File: config.mk
export PLATFORM = sky130hd
export DESIGN_NAME = adcpop_port
export DESIGN_NICKNAME = d
export VERILOG_FILES = /design/src/hdl/adcpop_pkg.sv /design/src/hdl/adcpop_fifo.sv /design/src/hdl/adcpop_port.sv
export SDC_FILE = /design/constraint.sdc
export NUM_CORES = 1
export LEC_CHECK = 0
export BUFFER_PORTS_ARGS = -buffer_cell sky130_fd_sc_hd__buf_2
export CAP_MARGIN = 0
export CORE_MARGIN = 4
export CORE_UTILIZATION = 55
export CTS_CLUSTER_SIZE = 20
export DETAILED_ROUTE_END_ITERATION = 8
export GPL_TIMING_DRIVEN = 1
export PLACE_DENSITY = 0.72
export SYNTH_ARGS = -nofsm -noshare
export SYNTH_HDL_FRONTEND = slang
export SYNTH_SLANG_ARGS = --single-unit
File: constraint.sdc
create_clock -name ref_clk_i -period 2.9 [get_ports ref_clk_i]
set_input_delay 0.145 -clock ref_clk_i [delete_from_list [all_inputs] [get_ports ref_clk_i]]
set_output_delay 0.145 -clock ref_clk_i [all_outputs]
set_load 0.03 [all_outputs]
File: src/hdl/adcpop_pkg.sv
package adcpop_pkg;
	// ----------------------------------------------------------------
	// Word layout
	// ----------------------------------------------------------------
	localparam int DATA_W = 14;
	localparam int MSB_POS = 13;
	localparam int LSB_POS = 0;
	localparam int ORNG_POS = 14;
	localparam int ENTRY_W = 15;

	// ----------------------------------------------------------------
	// Timing
	// ----------------------------------------------------------------
	localparam int LATENCY = 8;
	localparam int REF_CLK_HZ = 50_000_000;
	localparam int SETTLE_TIME_MS = 10;
	localparam int SETTLE_CYCLES = SETTLE_TIME_MS * (REF_CLK_HZ / 1000);
	localparam int SETTLE_W = 20;
	localparam int PERIOD_W = 8;
	localparam logic [PERIOD_W-1:0] PERIOD_MAX = 8'hFF;
	localparam logic [PERIOD_W-1:0] HALF_MIN = 8'h01;

	// ----------------------------------------------------------------
	// Reset values
	// ----------------------------------------------------------------
	localparam logic [DATA_W-1:0] WORD_RST = 14'h0000;
	localparam logic FMT_TWOS = 1'b0;
	localparam logic FMT_GRAY = 1'b1;

	typedef enum logic [1:0] {
		ADCPOP_SLEEP,
		ADCPOP_SETTLE,
		ADCPOP_RUN
	} adcpop_state_t;
endpackage

File: src/hdl/adcpop_fifo.sv
`timescale 1ns/10ps
module adcpop_fifo #(
	parameter int WIDTH = 15,
	parameter int DEPTH = 8
) (
	input wire logic ref_clk_i,
	input wire logic nrst_i,
	input wire logic flush_i,
	input wire logic in_valid_i,
	input wire logic [WIDTH-1:0] in_data_i,
	output logic in_ready_o,
	output logic out_valid_o,
	output logic [WIDTH-1:0] out_data_o,
	input wire logic out_ready_i,
	output logic [$clog2(DEPTH+1)-1:0] level_o
);
	localparam int PW = (DEPTH > 1) ? $clog2(DEPTH) : 1;
	localparam int LW = $clog2(DEPTH+1);
	localparam logic [PW-1:0] PTR_LAST = PW'(DEPTH - 1);
	localparam logic [LW-1:0] LVL_FULL = LW'(DEPTH);

	logic [WIDTH-1:0] mem_reg [DEPTH];
	logic [WIDTH-1:0] mem_next [DEPTH];
	logic [PW-1:0] wr_reg, wr_next, rd_reg, rd_next;
	logic [LW-1:0] lvl_reg, lvl_next;
	logic push, pop;

	assign out_valid_o = (lvl_reg != '0);
	assign in_ready_o = (lvl_reg != LVL_FULL) || out_ready_i;
	assign out_data_o = mem_reg[rd_reg];
	assign level_o = lvl_reg;
	assign push = in_valid_i && in_ready_o;
	assign pop = out_valid_o && out_ready_i;

	always_comb begin
		mem_next = mem_reg;
		wr_next = wr_reg;
		rd_next = rd_reg;
		lvl_next = lvl_reg;
		if (flush_i) begin
			wr_next = '0;
			rd_next = '0;
			lvl_next = '0;
		end else begin
			if (push) begin
				mem_next[wr_reg] = in_data_i;
				wr_next = (wr_reg == PTR_LAST) ? '0 : wr_reg + 1'b1;
			end
			if (pop) begin
				rd_next = (rd_reg == PTR_LAST) ? '0 : rd_reg + 1'b1;
			end
			if (push && !pop) begin
				lvl_next = lvl_reg + 1'b1;
			end else if (pop && !push) begin
				lvl_next = lvl_reg - 1'b1;
			end
		end
	end

	always_ff @(posedge ref_clk_i or negedge nrst_i) begin
		if (!nrst_i) begin
			for (int i = 0; i < DEPTH; i++) begin
				mem_reg[i] <= '0;
			end
			wr_reg <= '0;
			rd_reg <= '0;
			lvl_reg <= '0;
		end else begin
			mem_reg <= mem_next;
			wr_reg <= wr_next;
			rd_reg <= rd_next;
			lvl_reg <= lvl_next;
		end
	end
endmodule

File: src/hdl/adcpop_port.sv
`timescale 1ns/10ps
// Overview of operation
// RL1: Conversion word is parallel, MSB on bit 13, LSB on bit 0.
// RL2: Single-ended valid strobe follows the sampling clock.
// RL3: Strobe is rebuilt at half period, hiding sampling clock duty-cycle.
// RL4: Back end latches the word on strobe edges, not the sampling clock.
// RL5: Sleep pin high puts the port into power-down; drive only when idle.
// RL6: Sleep pin low: normal operation, one new result per sampling cycle.
// RL7: Format select low gives two's complement words.
// RL8: Format select high gives Gray-coded words.
// RL9: Gray code is binary-reflected: each bit XOR of adjacent binary bits.
// RL10: Each sample appears exactly eight sampling cycles after being taken.
// RL11: After wake or power-up, data invalid for 10 ms; back end ignores it.
// RL12: Over-range flag high with any sample beyond full scale, else low.
module adcpop_port #(
	parameter int DATA_W = adcpop_pkg::DATA_W,
	parameter int LATENCY = adcpop_pkg::LATENCY,
	parameter int SETTLE_CYCLES = adcpop_pkg::SETTLE_CYCLES
) (
	input wire logic ref_clk_i,
	input wire logic nrst_i,
	input wire logic sample_clk_i,
	input wire logic [DATA_W-1:0] quantizer_word_i,
	input wire logic quantizer_over_i,
	input wire logic sleep_request_pin_i,
	input wire logic format_select_i,
	output logic [DATA_W-1:0] sample_word_o,
	output logic over_range_flag_o,
	output logic sample_valid_strobe_o,
	output logic settling_o
);
	localparam int LW = $clog2(LATENCY+1);
	localparam logic [LW-1:0] LVL_LAT = LW'(LATENCY);
	localparam int SW = adcpop_pkg::SETTLE_W;
	localparam logic [SW-1:0] SETTLE_LAST = SW'(SETTLE_CYCLES - 1);

	// ----------------------------------------------------------------
	// Input synchronisers
	// ----------------------------------------------------------------
	logic clk_s1_reg, clk_s2_reg, clk_s3_reg;
	logic slp_s1_reg, slp_s2_reg;
	logic fmt_s1_reg, fmt_s2_reg;
	logic orn_s1_reg, orn_s2_reg;
	logic [DATA_W-1:0] wrd_s1_reg, wrd_s2_reg;

	always_ff @(posedge ref_clk_i or negedge nrst_i) begin
		if (!nrst_i) begin
			clk_s1_reg <= 1'b0;
			clk_s2_reg <= 1'b0;
			clk_s3_reg <= 1'b0;
			slp_s1_reg <= 1'b1;
			slp_s2_reg <= 1'b1;
			fmt_s1_reg <= adcpop_pkg::FMT_TWOS;
			fmt_s2_reg <= adcpop_pkg::FMT_TWOS;
			orn_s1_reg <= 1'b0;
			orn_s2_reg <= 1'b0;
			wrd_s1_reg <= adcpop_pkg::WORD_RST;
			wrd_s2_reg <= adcpop_pkg::WORD_RST;
		end else begin
			clk_s1_reg <= sample_clk_i;
			clk_s2_reg <= clk_s1_reg;
			clk_s3_reg <= clk_s2_reg;
			slp_s1_reg <= sleep_request_pin_i;
			slp_s2_reg <= slp_s1_reg;
			fmt_s1_reg <= format_select_i;
			fmt_s2_reg <= fmt_s1_reg;
			orn_s1_reg <= quantizer_over_i;
			orn_s2_reg <= orn_s1_reg;
			wrd_s1_reg <= quantizer_word_i;
			wrd_s2_reg <= wrd_s1_reg;
		end
	end

	logic rise;
	assign rise = clk_s2_reg && !clk_s3_reg;

	// ----------------------------------------------------------------
	// Power state and reference settling
	// ----------------------------------------------------------------
	adcpop_pkg::adcpop_state_t st_reg, st_next;
	logic [adcpop_pkg::SETTLE_W-1:0] stl_reg, stl_next;

	always_comb begin
		st_next = st_reg;
		stl_next = stl_reg;
		case (st_reg)
			adcpop_pkg::ADCPOP_SLEEP: begin
				stl_next = '0;
				if (!slp_s2_reg) begin
					st_next = adcpop_pkg::ADCPOP_SETTLE;
				end
			end
			adcpop_pkg::ADCPOP_SETTLE: begin
				stl_next = stl_reg + 1'b1;
				if (slp_s2_reg) begin
					st_next = adcpop_pkg::ADCPOP_SLEEP; // RL5
				end else if (stl_reg == SETTLE_LAST) begin
					st_next = adcpop_pkg::ADCPOP_RUN; // RL11
				end
			end
			adcpop_pkg::ADCPOP_RUN: begin
				if (slp_s2_reg) begin
					st_next = adcpop_pkg::ADCPOP_SLEEP; // RL5
				end
			end
			default: begin
				st_next = adcpop_pkg::ADCPOP_SLEEP;
			end
		endcase
	end

	always_ff @(posedge ref_clk_i or negedge nrst_i) begin
		if (!nrst_i) begin
			st_reg <= adcpop_pkg::ADCPOP_SLEEP;
			stl_reg <= '0;
		end else begin
			st_reg <= st_next;
			stl_reg <= stl_next;
		end
	end

	logic awake;
	assign awake = (st_reg != adcpop_pkg::ADCPOP_SLEEP) && !slp_s2_reg;
	assign settling_o = (st_reg != adcpop_pkg::ADCPOP_RUN);

	// ----------------------------------------------------------------
	// Latency pipeline
	// ----------------------------------------------------------------
	logic fifo_in_ready, fifo_out_valid, pop, push;
	logic [adcpop_pkg::ENTRY_W-1:0] head;
	logic [LW-1:0] level;

	assign push = rise && awake && fifo_in_ready; // RL6
	assign pop = rise && awake && fifo_out_valid && (level == LVL_LAT); // RL10

	adcpop_fifo #(
		.WIDTH(adcpop_pkg::ENTRY_W),
		.DEPTH(LATENCY)
	) u_fifo (
		.ref_clk_i(ref_clk_i),
		.nrst_i(nrst_i),
		.flush_i(!awake),
		.in_valid_i(push),
		.in_data_i({orn_s2_reg, wrd_s2_reg}),
		.in_ready_o(fifo_in_ready),
		.out_valid_o(fifo_out_valid),
		.out_data_o(head),
		.out_ready_i(pop),
		.level_o(level)
	);

	// ----------------------------------------------------------------
	// Output word encoding
	// ----------------------------------------------------------------
	logic [DATA_W-1:0] twos, gray;
	logic [DATA_W-1:0] word_reg, word_next;
	logic orng_reg, orng_next;

	assign twos = head[DATA_W-1:0];
	assign gray = twos ^ (twos >> 1); // RL9

	always_comb begin
		word_next = word_reg;
		orng_next = orng_reg;
		if (!awake) begin
			word_next = adcpop_pkg::WORD_RST; // RL5
			orng_next = 1'b0;
		end else if (pop) begin
			word_next = (fmt_s2_reg == adcpop_pkg::FMT_GRAY) ? gray : twos; // RL7 RL8
			orng_next = head[adcpop_pkg::ORNG_POS]; // RL12
		end
	end

	always_ff @(posedge ref_clk_i or negedge nrst_i) begin
		if (!nrst_i) begin
			word_reg <= adcpop_pkg::WORD_RST;
			orng_reg <= 1'b0;
		end else begin
			word_reg <= word_next;
			orng_reg <= orng_next;
		end
	end

	assign sample_word_o = word_reg; // RL1
	assign over_range_flag_o = orng_reg;

	// ----------------------------------------------------------------
	// Duty-corrected valid strobe
	// ----------------------------------------------------------------
	logic [adcpop_pkg::PERIOD_W-1:0] per_reg, per_next, half_reg, half_next;
	logic [adcpop_pkg::PERIOD_W-1:0] hi_reg, hi_next;
	logic pop_d_reg, strb_reg, strb_next;

	always_comb begin
		per_next = per_reg;
		half_next = half_reg;
		hi_next = (hi_reg != '0) ? hi_reg - 1'b1 : hi_reg;
		if (rise) begin
			per_next = 8'h01;
			half_next = ((per_reg >> 1) > adcpop_pkg::HALF_MIN) ? (per_reg >> 1)
				: adcpop_pkg::HALF_MIN; // RL3
		end else if (per_reg != adcpop_pkg::PERIOD_MAX) begin
			per_next = per_reg + 1'b1;
		end
		if (!awake || st_reg != adcpop_pkg::ADCPOP_RUN) begin
			hi_next = '0; // RL11
		end else if (pop_d_reg) begin
			hi_next = half_reg; // RL2
		end
		strb_next = (hi_next != '0);
	end

	always_ff @(posedge ref_clk_i or negedge nrst_i) begin
		if (!nrst_i) begin
			per_reg <= '0;
			half_reg <= adcpop_pkg::HALF_MIN;
			hi_reg <= '0;
			pop_d_reg <= 1'b0;
			strb_reg <= 1'b0;
		end else begin
			per_reg <= per_next;
			half_reg <= half_next;
			hi_reg <= hi_next;
			pop_d_reg <= pop;
			strb_reg <= strb_next;
		end
	end

	// Strobe rises one cycle after the word changes, so the back end latches stable data
	assign sample_valid_strobe_o = strb_reg; // RL4

	// ----------------------------------------------------------------
	// Assertions
	// ----------------------------------------------------------------
	logic [adcpop_pkg::PERIOD_W-1:0] hlen_reg, exp_reg;
	always_ff @(posedge ref_clk_i or negedge nrst_i) begin
		if (!nrst_i) begin
			hlen_reg <= '0;
			exp_reg <= '0;
		end else begin
			hlen_reg <= strb_reg ? hlen_reg + 1'b1 : '0;
			exp_reg <= (pop_d_reg && strb_next) ? half_reg : exp_reg;
		end
	end

	// Output word decoded back to binary for the AST_GRAY check
	logic [DATA_W-1:0] word_bin;
	for (genvar gi = 0; gi < DATA_W; gi++) begin : g_ungray
		assign word_bin[gi] = ^sample_word_o[DATA_W-1:gi];
	end
endmodule

==> results of run 1 <==
## synthesized netlist by cell type, types with 12 or more instances
master | instances | area share [%]
dfrtp_1 | 226 | 56
mux2_2 | 127 | 14
nor2_1 | 53 | 2.0
nand2_1 | 51 | 1.9
nand3_1 | 34 | 1.7
o21ai_0 | 30 | 1.5
xnor2_1 | 27 | 2.3
clkbuf_1 | 18 | 0.67
mux4_2 | 17 | 3.8
a21oi_1 | 14 | 0.69
nor3_1 | 13 | 0.64
inv_1 | 12 | 0.45
o22ai_1 | 12 | 0.74
## power by group through the flow
stage          Clock [mW]  Combinational [mW]  Sequential [mW]
2_1_floorplan           0               0.357             3.48
6_report             3.15               0.546             3.47
3_5_place_dp            0               0.527             3.53
4_1_cts              3.21               0.551             3.47
5_1_grt              3.35               0.611             3.49
3_3_place_gp            0               0.509             3.52
## per-layer routing
layer  GRT usage [%]  vias up
li1                -     2936
met1            29.4     3302
met2            37.5      152
met3            2.76       39
met4            6.44        0
met5               0        -
## worst max-delay path, cell delays in order, from the launching register on
cell and delay, ps:
dfrtp_1 510, nor2_4 160, or2_1 330, or3_1 460, ha_1 360, a21o_1 130
a21oi_1 80, or3_1 300, a21oi_1 160
## area by class of cell
cell class                 instances  share of cell area, %
inverter                          12                  0.388
clock inverter                     5                  0.862
clock buffer                      36                   6.17
tap                              229                   2.47
multi-input combinational        506                   35.6
timing repair buffer              82                   5.13
sequential                       229                   49.4
## how the worst max path moves through the flow
stage	endpoint	cells past startpoint	slack, ps	from
floorplan	u_fifo.mem_reg[50]	9	680	st_reg[0]
global placement	u_fifo.mem_reg[49]	6	430	st_reg[0]
detailed placement	u_fifo.level_o[3]	8	390	st_reg[0]
CTS	u_fifo.level_o[3]	8	330	st_reg[0]
global route	u_fifo.level_o[3]	8	150	st_reg[0]
finish	u_fifo.level_o[3]	8	320	st_reg[0]
## through the flow
| stage | instances | cell area, um^2 |
|---|---|---|
| after floorplan | 787 | 10100 |
| after global placement | 1039 | 10600 |
| after detailed placement | 1039 | 10600 |
| after CTS | 1099 | 11600 |
| after global routing | 1099 | 11600 |
| final | 1099 | 11600 |
## cell families (layout without fill, tap and decap cells)
family / count (synthesis) / after routing
adders and majority gates: 11 / 11
AOI/OAI and AO/OA: 75 / 75
DFF: 229 / 229
buffers and inverters: 52 / 135
and+or+nand+nor: 218 / 218
muxes: 169 / 169
xor gates and xnor gates: 33 / 33
## repair_timing
| item | 4_1_cts | 5_1_grt |
|---|---|---|
| setup endpoints to repair | 0 | 0 |
| hold buffers | 19 | 0 |
| hold endpoints to repair | 90 | 0 |
| resized for setup | 0 | 0 |
==> metrics.txt, run 1 <==
status=completed; RR Endpoint=u_fifo.level_o[3]; Routed WL=21.6 mm; crit-path max FO=17; NumNets Final=about 890; pre-CTS WS=388 ps; Initial Util=a little under three fifths; via count=approximately 6400; Core ar.=about 0.018 mm^2; Cells after Synth=787; Synth Area in Adders=around 1.4%; Synth Area in XOR/XNOR=2.86%; clock net sink count=229; Clock transition at path regs=60 ps; total negative setup slack=0 ps; M1 WL=around 9.4 mm; worst-margin pin slew=a little under 700 ps; switching part of the total=roughly 22%; Power, Total=between 7 and 8 mW; metal3 WL=between 800 and 900 um; Final Setup Violations=0; wire length per cell=a little under 20 um; Root Buffer=clkbuf_16; compound-cell area share of the yosys netlist=4.41%; fmax=0.388 GHz; GRT Residual Overflow=0; WP data required=approximately 3300 ps; TritonCTS clock tree=built; GP Congestion=approximately 0.9; Hold Path Class=in -> async; FP Rows=slightly below 50; Setup Fix Bufs, Post-CTS=0; Setup crit end kind=flip-flop; Synth cell types=57; Syn Std Cell Area=about 0.01 mm^2; drt initial violations=just over 500; most common cell after layout, fill and taps aside=dfrtp_1; NetSw=around 1.6 mW; layout cell share with drive strength beyond 1=between 30% and 40%; post-route minimum period=~2600 ps; internal power=approximately 5.6 mW; Syn Area/Cell=12.9 um^2; die area=about 0.021 mm^2; crit path DAT=3000 ps; Ys Warns=0; most frequent cells in the layout=dfrtp_1 (225), mux2_2 (127), nor2_1 (53), nand2_1 (51), buf_2 (35); final setup margin=322 ps; EDFF count, synth=0; # IOs=37; max reg flops=between 100 and 150; Setup Skew=roughly 10 ps; Clock Tree Buf Depth=3; Final HPWL DP=approximately 14 mm; Slew Limit Fails=0; worst flop-to-flop path startpoint=st_reg[0]; Post-Syn Nets=818; FILL cells=1335; fin util=64.4%; gr usage total=between 20% and 30%; CP Class=reg -> reg; multiplexer share of the synthesized area=a little over a fifth; largest family of logic cells by synthesized area=multiplexers; cell area power density=~620 mW/mm^2; Sequential Area=~0.0057 mm^2; max_cap viols=0; Remaining DRCs=0; vias per cell=just under 6; pin count of the biggest net entering global routing=84; port bufs=36; Multi-input gate area=0.00414 mm^2; final hold vios=0; chip height=144 um; crit start category=flip-flop; register area share after synthesis=between 50% and 60%; flop-to-flop setup slack=~320 ps; router iterations before antenna repair=7; first-pass GRT wire length=36.1 mm; Layout area overhead=14.8%; Main synth FF type=dfrtp_1; metal2 WL=10.8 mm; Antenna Cells=0; register share of total power=between 40% and 50%; maximum vdd drop=slightly above 500 uV; asr flop ratio synth=100%; period utilization=88.9%; clock share of power=between 40% and 50%; initial antenna violation count=0; Die Span X=roughly 140 um; Yosys reg bits=229; hold_ws=around 180 ps; H-tree Lvls=1; number of global-route vias before repair=6903; unrepaired setup endpoints after global routing=no; total CTS buffers=24; Routed Antenna Nets=0; Comb pwr share=7.6%; clock latency on the worst-skew pair=between 500 and 600 ps; leak pwr=roughly 5.5 nW; post-synthesis simple-gate area fraction=between 10 and 15%; Top Metal Used=met4; Slew HR=54.1%; Register-to-Register Path Depth=8
Power figures use the tool's default switching activity.
==> run 2: changes to the inputs <==
Settings changed: PLACE_DENSITY 0.72 to 0.79.
==> run 2 against run 1 <==
Compared with the run above: worst setup slack better by 37 ps; critical endpoint is now u_fifo.mem_reg[49]; sequential share of layout area is 0.059 points higher; highest routed layer unchanged; power is 1.0% lower; critical path depth is 2 lower; combinational power is 3% lower; critical path type unchanged.
==> metrics.txt, run 2 (synthesis gave the netlist of run 1 again) <==
Hold Path Class=in -> async; cell area after layout=0.0116 mm^2 (-0.12%); Core ar.=0.0180 mm^2 (unchanged); Final HPWL DP=13.1 mm (-6.2%); hold_ws=211 ps (+36.1 ps); crit start category=flip-flop; status=completed; Setup Fix Bufs, Post-CTS=0 (unchanged); DP Cell Count=1035 (-0.38%); clock latency on the worst-skew pair=520 ps (about the same); final hold vios=0 (unchanged); Post-Layout Cell Count=1098 (-0.091%); Die Span X=144 um (unchanged); flop-to-flop setup slack=360 ps (+40 ps); Slew Limit Fails=0 (unchanged); die area=0.0206 mm^2 (unchanged); most frequent cells in the layout=dfrtp_1 (225), mux2_2 (127), nor2_1 (53), nand2_1 (51), buf_2 (35); cell area power density=612 mW/mm^2 (-0.89%); unrepaired setup endpoints after global routing=no; worst flop-to-flop path startpoint=st_reg[0]; chip height=144 um (unchanged); crit path DAT=2930 ps (-70 ps); Routed Antenna Nets=0 (unchanged); WP data required=3290 ps (-40 ps); clock net sink count=229 (unchanged); pin count of the biggest net entering global routing=86 (+2.4%); Final Setup Violations=0 (unchanged); Root Buffer=clkbuf_16; most common cell after layout, fill and taps aside=dfrtp_1; FILL cells=1349 (+1.0%); fin util=64.4% (-0.076 points); # IOs=37 (unchanged); GRT Residual Overflow=0 (unchanged); wire length per cell=18.5 um (-6.1%); period utilization=87.6% (-1.3 points); TritonCTS clock tree=built; Clock transition at path regs=60 ps (about the same); Layout area overhead=14.6%; total CTS buffers=24 (unchanged); H-tree Lvls=1 (unchanged); Setup crit end kind=flip-flop; via count=6348 (-1.3%); gr usage total=20.6% (-1.2 points); fmax=0.394 GHz (+1.4%); Initial Util=56.2% (unchanged); RR Endpoint=u_fifo.mem_reg[49]; total negative setup slack=0 ps (unchanged); worst-margin pin slew=622 ps (-56.7 ps); Register-to-Register Path Depth=6 (-2); Routed WL=20.3 mm (-6.1%); Antenna Cells=0 (unchanged); maximum vdd drop=706 uV (+40%); vias per cell=5.78 (-1.2%); drt initial violations=330 (-36%); Slew HR=58.5% (+4.4 points); Setup Skew=13.2 ps (+2.70 ps); number of global-route vias before repair=6605 (-4.3%); NumNets Final=882 (-0.45%); router iterations before antenna repair=4 (-3); post-route minimum period=2540 ps (-36.8 ps); CP Class=reg -> reg; Remaining DRCs=0 (unchanged); max_cap viols=0 (unchanged); GP Congestion=0.832 (-9.5%); max reg flops=120 (unchanged); FP Rows=49 (unchanged); leak pwr=5.49 nW (-0.15%); Clock Tree Buf Depth=3 (unchanged); Placed Area=0.0106 mm^2 (about the same); layout cell share with drive strength beyond 1=30.7% (+0.38 points); port bufs=36 (unchanged); initial antenna violation count=0 (unchanged); crit-path max FO=17 (unchanged); first-pass GRT wire length=34.2 mm (-5.2%)
-- run 2: cell types whose count changed in the layout (fill, tap and decap cells not counted), sizes merged --
| cell | change |
|---|---|
| clkinv | +7 |
| clkbuf | -5 |
| buf | -4 |
| clkinvlp | +2 |
| bufinv | -1 |
-- run 2: through the flow --
stage	total power [mW]	worst slack, ps
6_report	7.10	359
5_1_grt	7.39	251
4_1_cts	7.17	369
3_5_place_dp	4.05	410
3_3_place_gp	4.02	451
2_1_floorplan	3.84	675
-- run 2: what timing repair did --
item                      4_1_cts  5_1_grt
hold endpoints to repair       93        0
hold buffers                   19        0
resized for setup               0        0
-- run 2: cell type report --
cell class	count	area (um^2)	area share [%]
Clock buffer	31	688	5.93
Clock inverter	13	120	1.04
Inverter	12	45.0	0.388
Multi-Input combinational cell	506	4140	35.6
Sequential cell	229	5740	49.4
Tap cell	229	287	2.47
Timing Repair Buffer	78	591	5.09
-- run 2: critical path: stages, from the launching register on --
cell,delay (ps)
dfrtp_1,510
nor2_4,160
or2_1,340
or3_1,520
nor3b_4,280
buf_4,270
mux2_2,360
-- run 2: per-layer routing --
layer / up-vias / share of wire, % / global-route usage (%)
met5: - / 0 / 0
met2: 122 / 49 / 33.8
met3: 31 / 4.8 / 3.56
met1: 3267 / 44 / 29.2
met4: 0 / 1.9 / 4.76
li1: 2928 / - / -
-- run 2: worst max path at each step --
| stage | cells past startpoint | slack, ps | end | from |
|---|---|---|---|---|
| 3_3_place_gp | 6 | 450 | u_fifo.mem_reg[77] | st_reg[0] |
| 4_1_cts | 6 | 370 | u_fifo.mem_reg[49] | st_reg[0] |
| 6_report | 6 | 360 | u_fifo.mem_reg[49] | st_reg[0] |
| 5_1_grt | 6 | 250 | u_fifo.mem_reg[49] | st_reg[0] |
| 3_5_place_dp | 6 | 410 | u_fifo.mem_reg[49] | st_reg[0] |
| 2_1_floorplan | 9 | 680 | u_fifo.mem_reg[50] | st_reg[0] |
-- run 2: report_power, final --
group          internal (mW)  leakage (nW)  switching [mW]  total, mW
Clock                   1.85         0.403            1.24       3.09
Sequential              3.35          3.06           0.131       3.48
Combinational          0.264          2.03           0.266      0.531
